===== config.mk =====
export PLATFORM = sky130hd
export DESIGN_NAME = jtag_isp_program_port
export DESIGN_NICKNAME = d
export VERILOG_FILES = /design/src/isp_pkg.sv /design/src/isp_sync.sv /design/src/isp_tap.sv /design/src/jtag_isp_program_port.sv
export SDC_FILE = /design/constraint.sdc
export NUM_CORES = 1
export LEC_CHECK = 0
export ABC_CLOCK_PERIOD_IN_PS = 2300
export BUFFER_PORTS_ARGS = -buffer_cell sky130_fd_sc_hd__buf_2
export CORE_AREA = 2 2 114 116
export DETAILED_ROUTE_END_ITERATION = 8
export DIE_AREA = 0 0 116 118
export GPL_ROUTABILITY_DRIVEN = 1
export PLACE_DENSITY = 0.72
export SLEW_MARGIN = 20
export SYNTH_ARGS = -nofsm -noshare
export SYNTH_HDL_FRONTEND = slang
export SYNTH_HIERARCHICAL = 1
export SYNTH_SLANG_ARGS = --single-unit

===== constraint.sdc =====
create_clock -name sys_clk -period 2.3 [get_ports sys_clk]
set_input_delay 0.46 -clock sys_clk [delete_from_list [all_inputs] [get_ports sys_clk]]
set_output_delay 0.46 -clock sys_clk [all_outputs]
set_load 0.01 [all_outputs]

===== src/isp_pkg.sv =====
package isp_pkg;

  // test access controller states
  typedef enum logic [3:0] {
    TAP_RESET, TAP_IDLE, TAP_SEL_DR, TAP_CAP_DR, TAP_SH_DR, TAP_EX1_DR, TAP_PA_DR, TAP_EX2_DR,
    TAP_UPD_DR, TAP_SEL_IR, TAP_CAP_IR, TAP_SH_IR, TAP_EX1_IR, TAP_PA_IR, TAP_EX2_IR, TAP_UPD_IR
  } tap_state_type;

  // flash operation sequencer states
  typedef enum logic [1:0] {OP_IDLE, OP_RUN, OP_ABORT} op_state_type;

  // instruction register
  localparam int          IR_W           = 8;
  localparam logic [7:0]  IR_CAPTURE     = 8'h01;
  localparam logic [7:0]  OPC_CH_ENABLE  = 8'h0c;
  localparam logic [7:0]  OPC_CH_DISABLE = 8'h0f;
  localparam logic [7:0]  OPC_ERR_CLEAR  = 8'h11;
  localparam logic [7:0]  OPC_PROGRAM    = 8'h21;
  localparam logic [7:0]  OPC_SECT_ERASE = 8'h22;
  localparam logic [7:0]  OPC_CHIP_ERASE = 8'h23;
  localparam logic [7:0]  OPC_READ       = 8'h24;
  localparam logic [7:0]  OPC_SECURE     = 8'h25;
  localparam logic [7:0]  OPC_BYPASS     = 8'hff;

  // data register layout: target, address, data
  localparam int DR_W       = 26;
  localparam int DATA_W     = 8;
  localparam int ADDR_W     = 16;
  localparam int TGT_W      = 2;
  localparam int DR_DATA_LSB = 0;
  localparam int DR_ADDR_LSB = 8;
  localparam int DR_TGT_LSB  = 24;
  localparam int SECT_W      = 3;
  localparam int SECT_LSB    = 13;
  localparam int NUM_SECT    = 8;

  // channel-enable option bits in the data register
  localparam int OPT_STAT_EN = 0;
  localparam int OPT_ERR_EN  = 1;
  localparam int OPT_OPEN_DR = 2;

  // fill value of an erased or blank location
  localparam logic [7:0] BLANK_BYTE = 8'hff;

  // flash operation codes
  localparam logic [1:0] FOP_PROG   = 2'h0;
  localparam logic [1:0] FOP_SERASE = 2'h1;
  localparam logic [1:0] FOP_CERASE = 2'h2;

  // register port
  localparam int         REG_AW       = 4;
  localparam int         REG_DW       = 8;
  localparam logic [3:0] REG_CTRL     = 4'h0;
  localparam logic [3:0] REG_IRQ_STAT = 4'h4;
  localparam logic [3:0] REG_IRQ_CLR  = 4'h8;
  localparam logic [3:0] REG_IRQ_EN   = 4'hc;

  // event bits
  localparam int EV_W       = 4;
  localparam int EV_DONE    = 0;
  localparam int EV_ERROR   = 1;
  localparam int EV_CHANNEL = 2;
  localparam int EV_REFUSED = 3;

  // timing
  localparam int CLK_PERIOD_NS = 5;
  localparam int ABORT_CNT_W   = 16;

endpackage


===== src/isp_sync.sv =====
module isp_sync
  import isp_pkg::*;
#(
  parameter int WIDTH = 4
)(
  input  wire logic             sys_clk,
  input  wire logic             rstn,
  input  wire logic [WIDTH-1:0] din,
  output logic      [WIDTH-1:0] dout
);

  logic [WIDTH-1:0] meta_q;
  logic [WIDTH-1:0] sync_q;

  // two flops per pin; first stage only feeds the second
  always_ff @(posedge sys_clk or negedge rstn)
  begin
    if (!rstn)
    begin
      meta_q <= '0;
      sync_q <= '0;
    end
    else
    begin
      meta_q <= din;
      sync_q <= meta_q;
    end
  end

  assign dout = sync_q;

endmodule


===== src/isp_tap.sv =====
module isp_tap
  import isp_pkg::*;
(
  input  wire logic    sys_clk,
  input  wire logic    rstn,
  input  wire logic    tckRise,
  input  wire logic    tms,
  output tap_state_type tapState
);

  tap_state_type state_q;
  tap_state_type state_d;

  // standard controller transitions
  always_comb
  begin
    state_d = state_q;
    case (state_q)
      TAP_RESET:  state_d = tms ? TAP_RESET : TAP_IDLE;
      TAP_IDLE:   state_d = tms ? TAP_SEL_DR : TAP_IDLE;
      TAP_SEL_DR: state_d = tms ? TAP_SEL_IR : TAP_CAP_DR;
      TAP_CAP_DR: state_d = tms ? TAP_EX1_DR : TAP_SH_DR;
      TAP_SH_DR:  state_d = tms ? TAP_EX1_DR : TAP_SH_DR;
      TAP_EX1_DR: state_d = tms ? TAP_UPD_DR : TAP_PA_DR;
      TAP_PA_DR:  state_d = tms ? TAP_EX2_DR : TAP_PA_DR;
      TAP_EX2_DR: state_d = tms ? TAP_UPD_DR : TAP_SH_DR;
      TAP_UPD_DR: state_d = tms ? TAP_SEL_DR : TAP_IDLE;
      TAP_SEL_IR: state_d = tms ? TAP_RESET : TAP_CAP_IR;
      TAP_CAP_IR: state_d = tms ? TAP_EX1_IR : TAP_SH_IR;
      TAP_SH_IR:  state_d = tms ? TAP_EX1_IR : TAP_SH_IR;
      TAP_EX1_IR: state_d = tms ? TAP_UPD_IR : TAP_PA_IR;
      TAP_PA_IR:  state_d = tms ? TAP_EX2_IR : TAP_PA_IR;
      TAP_EX2_IR: state_d = tms ? TAP_UPD_IR : TAP_SH_IR;
      TAP_UPD_IR: state_d = tms ? TAP_SEL_DR : TAP_IDLE;
      default:    state_d = TAP_RESET;
    endcase
  end

  // advance only on a rising test clock
  always_ff @(posedge sys_clk or negedge rstn)
  begin
    if (!rstn)
      state_q <= TAP_RESET;
    else if (tckRise)
      state_q <= state_d;
  end

  assign tapState = state_q;

endmodule


===== src/jtag_isp_program_port.sv =====
// Notes on behaviour
// blank part: four test pins on port
// pins inputs until enable; then data out
// enable command may enable status/error pins
// enable command may select open-drain extensions
// error pin low on failed erase/program
// error held until clear, or reset-after-disable
// status pin high while flash readable
// status pin low during program/erase
// system holds device reset during programming
// configuration commands only, no boundary scan
// secured: no reads, only chip erase
// chip erase clears the security bit
// protected sectors refuse erasure; only sector erase is refused, chip erase still runs
// reset aborts flash cycle, back to read
// programs arrays, logic and configuration bits
// blank content reads as all ones
// standard controller; sample rising, drive falling
//
// The register addresses and the plain strobed port were chosen for this implementation.
module jtag_isp_program_port
  import isp_pkg::*;
#(
  parameter int RESET_ABORT_TIME_NS = 1000
)(
  input  wire logic                sys_clk,
  input  wire logic                rstn,
  input  wire logic                tckPin,
  input  wire logic                tmsPin,
  input  wire logic                tdiPin,
  output logic                     tdoOut,
  output logic                     tdoOe,
  output logic                     statOut,
  output logic                     statOe,
  output logic                     errOut,
  output logic                     errOe,
  input  wire logic                devResetN,
  input  wire logic                secureCfg,
  input  wire logic [NUM_SECT-1:0] sectorProtect,
  output logic                     flashStart,
  output logic      [1:0]          flashOp,
  output logic      [TGT_W-1:0]    flashTarget,
  output logic      [ADDR_W-1:0]   flashAddr,
  output logic      [DATA_W-1:0]   flashData,
  output logic                     flashAbort,
  input  wire logic [DATA_W-1:0]   flashRdData,
  input  wire logic                flashDone,
  input  wire logic                flashFail,
  input  wire logic                flashBusy,
  input  wire logic [REG_AW-1:0]   regAddr,
  input  wire logic [REG_DW-1:0]   regWdata,
  input  wire logic                regWr,
  input  wire logic                regRd,
  output logic      [REG_DW-1:0]   regRdata,
  output logic                     irq
);

  // longest time: round down, never below one cycle
  localparam int ABORT_RAW = RESET_ABORT_TIME_NS / CLK_PERIOD_NS;
  localparam logic [ABORT_CNT_W-1:0] ABORT_CYC = ABORT_CNT_W'((ABORT_RAW < 1) ? 1 : ABORT_RAW);

  // sector number of a flash address
  function automatic logic [SECT_W-1:0] sectorOf(input logic [ADDR_W-1:0] a);
    sectorOf = a[SECT_LSB +: SECT_W];
  endfunction

  logic                   tckS;
  logic                   tmsS;
  logic                   tdiS;
  logic                   devRstNS;
  logic                   tckPrev_q;
  logic                   devRstPrev_q;
  tap_state_type          tapState;
  logic [IR_W-1:0]        irSh_q;
  logic [IR_W-1:0]        irAct_q;
  logic [DR_W-1:0]        drSh_q;
  logic                   byp_q;
  logic                   tdo_q;
  logic                   chEn_q;
  logic [2:0]             opts_q;
  logic                   disSeen_q;
  logic                   secure_q;
  logic                   loaded_q;
  logic                   errFlag_q;
  op_state_type           opState_q;
  logic [ABORT_CNT_W-1:0] abortCnt_q;
  logic                   start_q;
  logic [1:0]             fop_q;
  logic [TGT_W-1:0]       tgt_q;
  logic [ADDR_W-1:0]      addr_q;
  logic [DATA_W-1:0]      data_q;
  logic                   statPin_q;
  logic                   errPin_q;
  logic [EV_W-1:0]        irqStat_q;
  logic [EV_W-1:0]        irqEn_q;
  logic [REG_DW-1:0]      rdata_q;

  // pins pass two flops before use
  isp_sync #(
    .WIDTH (4)
  ) u_sync (
    .sys_clk (sys_clk),
    .rstn    (rstn),
    .din     ({tckPin, tmsPin, tdiPin, devResetN}),
    .dout    ({tckS, tmsS, tdiS, devRstNS})
  );

  // test clock and device reset edges
  wire tckRise  = tckS & ~tckPrev_q;
  wire tckFall  = ~tckS & tckPrev_q;
  wire devRstIn = ~devRstNS & devRstPrev_q;

  always_ff @(posedge sys_clk or negedge rstn)
  begin
    if (!rstn)
    begin
      tckPrev_q    <= 1'b0;
      devRstPrev_q <= 1'b0;
    end
    else
    begin
      tckPrev_q    <= tckS;
      devRstPrev_q <= devRstNS;
    end
  end

  isp_tap u_tap (
    .sys_clk  (sys_clk),
    .rstn     (rstn),
    .tckRise  (tckRise),
    .tms      (tmsS),
    .tapState (tapState)
  );

  // instruction decode; unknown codes fall to bypass
  wire isEnable  = irAct_q == OPC_CH_ENABLE;
  wire isDisable = irAct_q == OPC_CH_DISABLE;
  wire isClear   = irAct_q == OPC_ERR_CLEAR;
  wire isProg    = irAct_q == OPC_PROGRAM;
  wire isSErase  = irAct_q == OPC_SECT_ERASE;
  wire isCErase  = irAct_q == OPC_CHIP_ERASE;
  wire isRead    = irAct_q == OPC_READ;
  wire isSecure  = irAct_q == OPC_SECURE;
  wire isFlashOp = isProg | isSErase | isCErase;
  wire selBypass = ~(isEnable | isDisable | isClear | isFlashOp | isRead | isSecure);

  wire updDr = tckFall & (tapState == TAP_UPD_DR);
  wire updIr = tckFall & (tapState == TAP_UPD_IR);
  wire cmdOk = updDr & chEn_q;

  // fields of the shifted data word
  wire [ADDR_W-1:0] drAddr = drSh_q[DR_ADDR_LSB +: ADDR_W];
  wire [DATA_W-1:0] drData = drSh_q[DR_DATA_LSB +: DATA_W];
  wire [TGT_W-1:0]  drTgt  = drSh_q[DR_TGT_LSB +: TGT_W];

  // refusal: security, protection, sequencer busy
  wire secBlock  = secure_q & (isProg | isSErase | isRead | isSecure);
  wire protBlock = isSErase & sectorProtect[sectorOf(drAddr)];
  wire busyBlock = isFlashOp & (opState_q != OP_IDLE);
  wire refuse    = cmdOk & (secBlock | protBlock | busyBlock);
  wire launch    = cmdOk & isFlashOp & ~(secBlock | protBlock | busyBlock);
  wire secureCmd = cmdOk & isSecure & ~secure_q;
  wire readCmd   = cmdOk & isRead & ~secure_q;

  // read capture hides contents when secured
  wire [DATA_W-1:0] rdView = secure_q ? '0 : flashRdData;

  // instruction shift and update
  always_ff @(posedge sys_clk or negedge rstn)
  begin
    if (!rstn)
    begin
      irSh_q  <= IR_CAPTURE;
      irAct_q <= OPC_BYPASS;
    end
    else if (tckRise && tapState == TAP_RESET)
      irAct_q <= OPC_BYPASS;
    else if (tckRise && tapState == TAP_CAP_IR)
      irSh_q <= IR_CAPTURE;
    else if (tckRise && tapState == TAP_SH_IR)
      irSh_q <= {tdiS, irSh_q[IR_W-1:1]};
    else if (updIr)
      irAct_q <= irSh_q;
  end

  // data and bypass shift; capture returns the read view
  always_ff @(posedge sys_clk or negedge rstn)
  begin
    if (!rstn)
    begin
      drSh_q <= '0;
      byp_q  <= 1'b0;
    end
    else if (tckRise && tapState == TAP_CAP_DR)
    begin
      drSh_q <= {tgt_q, addr_q, rdView};
      byp_q  <= 1'b0;
    end
    else if (tckRise && tapState == TAP_SH_DR)
    begin
      drSh_q <= {tdiS, drSh_q[DR_W-1:1]};
      byp_q  <= tdiS;
    end
  end

  // serial output moves on the falling test clock
  wire shifting = (tapState == TAP_SH_IR) | (tapState == TAP_SH_DR);
  wire tdoNext  = (tapState == TAP_SH_IR) ? irSh_q[0] : (selBypass ? byp_q : drSh_q[0]);

  always_ff @(posedge sys_clk or negedge rstn)
  begin
    if (!rstn)
      tdo_q <= 1'b0;
    else if (tckFall)
      tdo_q <= tdoNext;
  end

  // channel enable, options and disable history
  always_ff @(posedge sys_clk or negedge rstn)
  begin
    if (!rstn)
    begin
      chEn_q    <= 1'b0;
      opts_q    <= '0;
      disSeen_q <= 1'b0;
    end
    else if (updDr && isEnable)
    begin
      chEn_q    <= 1'b1;
      opts_q    <= drSh_q[OPT_OPEN_DR:OPT_STAT_EN];
      disSeen_q <= 1'b0;
    end
    else if (cmdOk && isDisable)
    begin
      chEn_q    <= 1'b0;
      disSeen_q <= 1'b1;
    end
    else if (devRstIn)
      disSeen_q <= 1'b0;
  end

  // security bit: loaded once after reset release
  always_ff @(posedge sys_clk or negedge rstn)
  begin
    if (!rstn)
    begin
      secure_q <= 1'b0;
      loaded_q <= 1'b0;
    end
    else if (!loaded_q)
    begin
      secure_q <= secureCfg;
      loaded_q <= 1'b1;
    end
    else if (opState_q == OP_RUN && flashDone && !flashFail && fop_q == FOP_CERASE)
      secure_q <= 1'b0;
    else if (secureCmd)
      secure_q <= 1'b1;
  end

  // error flag: failure wins over clear
  wire errSet = (opState_q == OP_RUN) & flashDone & flashFail;
  wire errClr = (cmdOk & isClear) | (devRstIn & disSeen_q);

  always_ff @(posedge sys_clk or negedge rstn)
  begin
    if (!rstn)
      errFlag_q <= 1'b0;
    else
      errFlag_q <= errSet | (errFlag_q & ~errClr);
  end

  // operation parameters latched on launch or on a read command
  always_ff @(posedge sys_clk or negedge rstn)
  begin
    if (!rstn)
    begin
      fop_q  <= FOP_PROG;
      tgt_q  <= '0;
      addr_q <= '0;
      data_q <= BLANK_BYTE;
    end
    else if (launch || readCmd)
    begin
      fop_q  <= isProg ? FOP_PROG : (isSErase ? FOP_SERASE : FOP_CERASE);
      tgt_q  <= drTgt;
      addr_q <= drAddr;
      data_q <= isProg ? drData : BLANK_BYTE;
    end
  end

  // flash sequencer with reset abort
  always_ff @(posedge sys_clk or negedge rstn)
  begin
    if (!rstn)
    begin
      opState_q  <= OP_IDLE;
      abortCnt_q <= '0;
      start_q    <= 1'b0;
    end
    else
    begin
      start_q <= launch;
      case (opState_q)
        OP_IDLE:
        begin
          if (launch)
            opState_q <= OP_RUN;
        end
        OP_RUN:
        begin
          if (devRstIn)
          begin
            opState_q  <= OP_ABORT;
            abortCnt_q <= ABORT_CYC;
          end
          else if (flashDone)
            opState_q <= OP_IDLE;
        end
        OP_ABORT:
        begin
          abortCnt_q <= abortCnt_q - 1'b1;
          if (abortCnt_q == ABORT_CNT_W'(1))
            opState_q <= OP_IDLE;
        end
        default: opState_q <= OP_IDLE;
      endcase
    end
  end

  // extension pin levels from flops
  wire readMode = (opState_q == OP_IDLE) & ~flashBusy & ~start_q;

  always_ff @(posedge sys_clk or negedge rstn)
  begin
    if (!rstn)
    begin
      statPin_q <= 1'b1;
      errPin_q  <= 1'b1;
    end
    else
    begin
      statPin_q <= readMode;
      errPin_q  <= ~errFlag_q;
    end
  end

  // pin drivers: dedicated port pins, released until enabled
  wire statEn = chEn_q & opts_q[OPT_STAT_EN];
  wire errEn  = chEn_q & opts_q[OPT_ERR_EN];
  wire od     = opts_q[OPT_OPEN_DR];

  assign tdoOut  = tdo_q;
  assign tdoOe   = chEn_q & shifting;
  assign statOut = statPin_q;
  assign statOe  = statEn & (~od | ~statPin_q);
  assign errOut  = errPin_q;
  assign errOe   = errEn & (~od | ~errPin_q);

  assign flashStart  = start_q;
  assign flashOp     = fop_q;
  assign flashTarget = tgt_q;
  assign flashAddr   = addr_q;
  assign flashData   = data_q;
  assign flashAbort  = opState_q == OP_ABORT;

  // events into sticky status; set wins over clear
  wire [EV_W-1:0] events;
  assign events[EV_DONE]    = (opState_q == OP_RUN) & flashDone & ~devRstIn;
  assign events[EV_ERROR]   = errSet & ~devRstIn;
  assign events[EV_CHANNEL] = (updDr & isEnable) | (cmdOk & isDisable);
  assign events[EV_REFUSED] = refuse;

  wire wrClr = regWr & (regAddr == REG_IRQ_CLR);
  wire wrEn  = regWr & (regAddr == REG_IRQ_EN);
  wire [EV_W-1:0] clrMask = wrClr ? regWdata[EV_W-1:0] : '0;

  always_ff @(posedge sys_clk or negedge rstn)
  begin
    if (!rstn)
    begin
      irqStat_q <= '0;
      irqEn_q   <= '0;
    end
    else
    begin
      irqStat_q <= events | (irqStat_q & ~clrMask);
      if (wrEn)
        irqEn_q <= regWdata[EV_W-1:0];
    end
  end

  assign irq = |(irqStat_q & irqEn_q);

  // read mux; clear register and unmapped read zero
  wire [REG_DW-1:0] ctrlView = {1'b0, secure_q, errFlag_q, ~readMode, chEn_q, opts_q};
  wire [REG_DW-1:0] rdMux =
    (regAddr == REG_CTRL)     ? ctrlView :
    (regAddr == REG_IRQ_STAT) ? {{(REG_DW-EV_W){1'b0}}, irqStat_q} :
    (regAddr == REG_IRQ_EN)   ? {{(REG_DW-EV_W){1'b0}}, irqEn_q} : '0;

  always_ff @(posedge sys_clk or negedge rstn)
  begin
    if (!rstn)
      rdata_q <= '0;
    else if (regRd)
      rdata_q <= rdMux;
    else
      rdata_q <= '0;
  end

  assign regRdata = rdata_q;

endmodule


; ---- Yosys cells after proc, flatten, opt, wreduce, memory -nomap -nowiden
; Index checks and enable logic that the tools add are counted.
[totals]
ff_bits = 131
n_memories = 0
romBits = 0
input_bits = 40
ram_bits = 0
latch_bits = 0
[op_classes]
bitwise_logic = 70
n_eq_ne = 37
order_cmp = 1
multipliers = 0
reduce_logical = 30
addsub = 1
n_div = 0
shift = 0
muxes = 51
[ops]
columns = operator, n
row1 = 2-to-1 mux 8 bit, 8
row2 = 2-to-1 mux 26 bit, 2
row3 = one-hot mux 4 bit (12 select lines), 1
row4 = == test 4 bit (second input constant), 10
row5 = == test 8 x 6 -> 1 bit (second input constant), 5
row6 = AND 1 bit, 34
row7 = one-hot mux 16 bit (2 select lines), 1
row8 = 2-to-1 mux 4 bit, 7
row9 = == test 4 x 3 -> 1 bit (second input constant), 5
row10 = 2-to-1 mux 2 bit, 9
row11 = bitwise OR 1 bit, 17
row12 = == test 16 x 1 -> 1 bit (second input constant), 1
row13 = == test 8 x 4 -> 1 bit (second input constant), 2
row14 = 2-to-1 mux 1 bit, 16
row15 = 2-to-1 mux 16 bit, 1
row16 = subtractor 16 x 1 -> 16 bit (second input constant), 1
row17 = NOT 1 bit, 15
row18 = 2-to-1 mux 7 bit, 2
row19 = nonzero test 2 bit, 6
row20 = logical AND 1 bit, 10
row21 = AND 4 bit, 2
row22 = == test 4 x 2 -> 1 bit (second input constant), 2
row23 = == test 8 x 5 -> 1 bit (second input constant), 1
row24 = logical NOT 4 bit, 2
row25 = 22 further kinds, 30

; ---- Depth between registers and ports, before layout
[logic_depth]
ltp_word = 11
ltp_mapped = 9
ltp_nobuf = 7

; ---- By module
; Netlist, hierarchy kept.
[modules_own_cells]
columns = module, area_each_um2, cells_per_inst, n_inst, seq_area_each_um2
row1 = jtag_isp_program_port, 5467.7, 510, 1, 2976.6
row2 = isp_tap, 400.4, 47, 1, 100.1
row3 = isp_sync, 200.2, 8, 1, 200.2

; ---- Worst setup path after synthesis
; Ideal clock, no wire load.
[synth_timing]
path_type = reg-to-reg
start = reg irAct_q[2]
end = reg addr_q[10] (netlist: flashAddr[10])
arrival_ns = 2.235
slack_ns = -0.060
path_stages_with_launch = 8
setup_time_ns = 0.125
synth_period_minus_slack_ns = 2.360
cell_sequence = dfstp_2 -> or3_4 -> nor3_4 -> or4b_1 -> o31a_1 -> buf_6 -> buf_6 -> mux2_4
[synth_via]
elab_chain_cells = 10
word_cells_on_any_way = 20
[synth_rtl]
columns = element, line_no
row1 = start: declaration, jtag_isp_program_port.sv:75  ; logic [IR_W-1:0] irAct_q;
row2 = start signal: assignment, jtag_isp_program_port.sv:183  ; irAct_q <= irSh_q;
row3 = == test 8 x 6 -> 1 bit (on tied branches), "jtag_isp_program_port.sv:139, jtag_isp_program_port.sv:140"
row4 = bitwise OR 1 bit, "jtag_isp_program_port.sv:144, jtag_isp_program_port.sv:157"
row5 = bitwise OR 1 bit (2 in a row), jtag_isp_program_port.sv:157  ; wire secBlock = secure_q & (isProg | isSErase | isRead | isSecure);
row6 = AND 1 bit, jtag_isp_program_port.sv:157
row7 = bitwise OR 1 bit (2 in a row), jtag_isp_program_port.sv:161  ; wire launch = cmdOk & isFlashOp & ~(secBlock | protBlock | busyBlock);
row8 = NOT 1 bit, jtag_isp_program_port.sv:161
row9 = AND 1 bit, jtag_isp_program_port.sv:161
row10 = logical OR 1 bit (*), jtag_isp_program_port.sv:283  ; else if (launch || readCmd)
row11 = end signal: assignment, jtag_isp_program_port.sv:287  ; addr_q <= drAddr;
row12 = end: declaration, jtag_isp_program_port.sv:90  ; logic [ADDR_W-1:0] addr_q;
; Mark *: on every way between the ends. The rest lies on a longest branch, timed or not.
; A chain may end at the register's enable or synchronous reset.

; ---- Worst setup path after layout
[layout_timing]
start = reg irAct_q[6]
end = reg addr_q[13] (netlist: flashAddr[13])
; Same word-level chain as after synthesis.

==> results.yml <==
global_routing:
  grt_pass1_wl_microns: 21490
  overflow: 0
  grt_pass1_vias: 4482
  grt_usage_pct: 19.96
  antenna_found_initial: 0
  grt_max_degree: 61
critical_path:
  timing_worst_setup_path_type: "flip-flop to flip-flop"
  critPathRequiredTime_ns: 2.60
  cp_max_fo: 20
  crit_arrival_ns: 2.60
  cp-start-kind: "flip-flop"
  crit_path_end_kind: "flip-flop"
yosys:
  syn_nets: 607
  synth-edff-count: 0
  synth_area_sq_um: 6068
  yosysTopAreaCell: "dfrtp_1"
  yosysSeqAreaShare_pct: 54.00
  ys_seq_elements: 130
  ys_warn_count: 6
  ys_async_sr_fraction_pct: 100.0
  synth_cells: 565
  yosysUniqueCellTypes: 67
  ys_top_cells_by_count: "dfrtp_1 (111), nand2_1 (81), o21ai_0 (52), mux2i_1 (36)"
  yosys-top-cells-area: "dfrtp_1 (46%), dfstp_2 (8.2%), mux2i_1 (5.9%), nand2_1 (5.0%), o21ai_0 (4.3%)"
  syn_area_per_cell_sq_um: 10.74
  synth.most_common_cell: "dfrtp_1"
  ys.flop_type: "dfrtp_1"
  synth.top_cell.area_share_pct: 45.77
clock_network:
  cts_buffers: 17
  cts_root_buf: "clkbuf_16"
  cts.sinks: 130
  cts.clk_slew.worst_paths_ns: 0.05
  cts_tree: "built"
  htreeDepth: 4
  clock_latency_ns: 0.42
  ctsLongestPathBuffers: 2
sta:
  period_minus_slack_ns: 2.303
  fmax_ghz: 0.4342
  grt_setup_unrepaired: "yes"
  slew_viol_final: 0
  fin_ws_ns: -0.002826
  slew_headroom_pct: 63.25
  fin_crit_sh_pct: 100.1
  fin_setup_tns_ns: -0.002826
  finalSetupViolCount: 1
  skew_ns: 0.006521
  tightest_slew_ns: 0.5499
  finalHoldViolations: 0
drt:
  drc: 0
  finalWirelength_microns: 12880
  ant_nets: 0
  drt-vias-per-instance: 5.400
  drtPass1Iterations: 5
  routedWlPerCell_microns: 15.12
  vias: 4601
  drtIter0Drc: 407
place:
  gp_congestion: 0.8308
  place_hpwl_microns: 8639
  dpl_worst_slack_ns: -0.09252
  numPortBuffers: 79
final_layout:
  drive_gt1_share_pct: 32.35
  fill_cells: 970
  n_antenna_cell: 0
  area_delta_synth_final_pct: 24.49
  final_nets: 709
floorplan:
  ios: 85
  die_w_microns: 116
  dieArea_sq_um: 13690
  die_h_microns: 118
  row_count: 41
  design.core.area_sq_um: 12410
  start_util_pct: 48.88
status:
  violations: "negative setup slack"
  outcome: "finished, violations left"
run:
  maxCapViolCount: 0
pwr:
  p_leak_nw: 3.680
  ir_worst_vdd_uv: 460.0
  powerDensity_nw_per_um2: 942.8
worst_hold_path:
  holdCritPathClass: "input port to flip-flop"
==> routing by layer <==
metal  track usage [%]  routed length (microns)
met5                 0                        0
met4             8.631                      291
met3             5.149                      569
met2             31.21                     6326
met1             26.18                     5691
==> kinds of logic (layout without fill, tap and decap cells) <==
group | after synthesis | in the layout | share of synthesized area, %
simple gates | 206 | 206 | 17.77
flops | 130 | 130 | 54.00
compound gates | 108 | 108 | 10.89
other cells | 2 | 2 | 0.1238
mux | 65 | 65 | 12.56
buf+inv | 49 | 164 | 3.814
fa+ha+maj | 2 | 2 | 0.4123
xor+xnor | 3 | 3 | 0.4331
==> power breakdown <==
part | total, W | internal, W | switching (W) | leakage (nW)
clock | 0.00265 | 0.00170 | 0.000946 | 0.289
sequential | 0.00307 | 0.00270 | 0.000372 | 1.66
combinational | 0.00140 | 0.000607 | 0.000794 | 1.73
total | 0.00712 | 0.00501 | 0.00211 | 3.68
==> metrics by stage <==
step                      hold slack (ns)  util [%]  power, W  cell area [sq um]  instances
final                              0.1447     60.85  0.007123               7555        852
after global routing               0.1281     60.85  0.007550               7555        852
after CTS                          0.1318     59.83  0.007132               7427        849
after detailed placement           0.3362     54.94  0.004448               6820        816
after global placement             0.3317     54.94  0.004367               6820        816
after floorplan                    0.1644         -  0.003983               6075        565
==> repair_timing <==
action / CTS / global route
hold buffers: 1 / 0
cloned: 0 / 1
buffers inserted: 0 / 2
hold endpoints to repair: 20 / 0
gates resized for setup: 1 / 18
endpoints found under the setup margin: 2 / 29
==> registers in the layout, indices dropped and copies added (netlist names), 2 cells and up <==
register and cells:
flashAddr 16, irqEn_q 4, flashTarget 2, u_sync/dout 4
u_sync/meta_q 4, abortCnt_q 16, opts_q 3, irqStat_q 4
irAct_q 8, regRdata 7, u_tap/tapState 4, flashData 8
drSh_q 26, irSh_q 8, opState_q 2, flashOp 2
==> worst max-delay path: stages, from the launching register on <==
cell and delay [ns]:
dfstp_2 0.36, or3_4 0.42, nor3_4 0.13, or4b_1 0.44, o31a_2 0.34, buf_12 0.18
mux2_4 0.31
==> cell type report <==
cell class	instances	area, sq um	share of cell area (%)
Clock inverter	9	103.9	1.375
Clock buffer	23	488.0	6.459
Tap cell	172	215.2	2.849
Sequential cell	130	3277	43.38
Inverter	19	71.32	0.9440
Multi-Input combinational cell	386	2660	35.21
Timing Repair Buffer	113	739.5	9.788
==> path summary, 6_finish.rpt <==
| path | from | to | slack [ns] | depth (start not counted) |
|---|---|---|---|---|
| setup / recovery | irAct_q[6] | flashAddr[13] | -0.003 | 6 |
| hold / removal | devResetN | u_sync/meta_q[0] | 0.14 | 1 |
| setup reg to reg | irAct_q[6] | flashAddr[13] | -0.003 | 6 |
| hold reg to reg | u_sync/meta_q[3] | u_sync/dout[3] | 0.35 | 0 |
| max in group asynchronous | rstn | irAct_q[2] | 1.16 | 3 |
| min in group asynchronous | rstn | flashAddr[7] | 0.48 | 2 |
==> placed cells by master (no fill, tap or decap), types with 3 or more instances in the layout <==
cell type and count:
nand2_1 81, mux2_2 13, nor2_1 18, nor3_4 5
dfstp_2 19, a21oi_1 20, mux2i_1 35, clkinv_2 4
o221a_2 4, and4b_1 6, nor2b_1 11, a21oi_2 3
nand4_1 5, nor3_1 8, buf_2 78, nand3_1 22
mux2_4 14, clkbuf_8 4, nor3_2 4, nand3b_1 3
buf_4 27, or4_1 3, buf_12 5, inv_1 19
nand2b_1 11, o211ai_1 3, clkbuf_16 18, nor4_1 4
o21ai_0 52, dfrtp_1 111, o41ai_1 3
No activity file was read; power rests on OpenSTA's default activity.
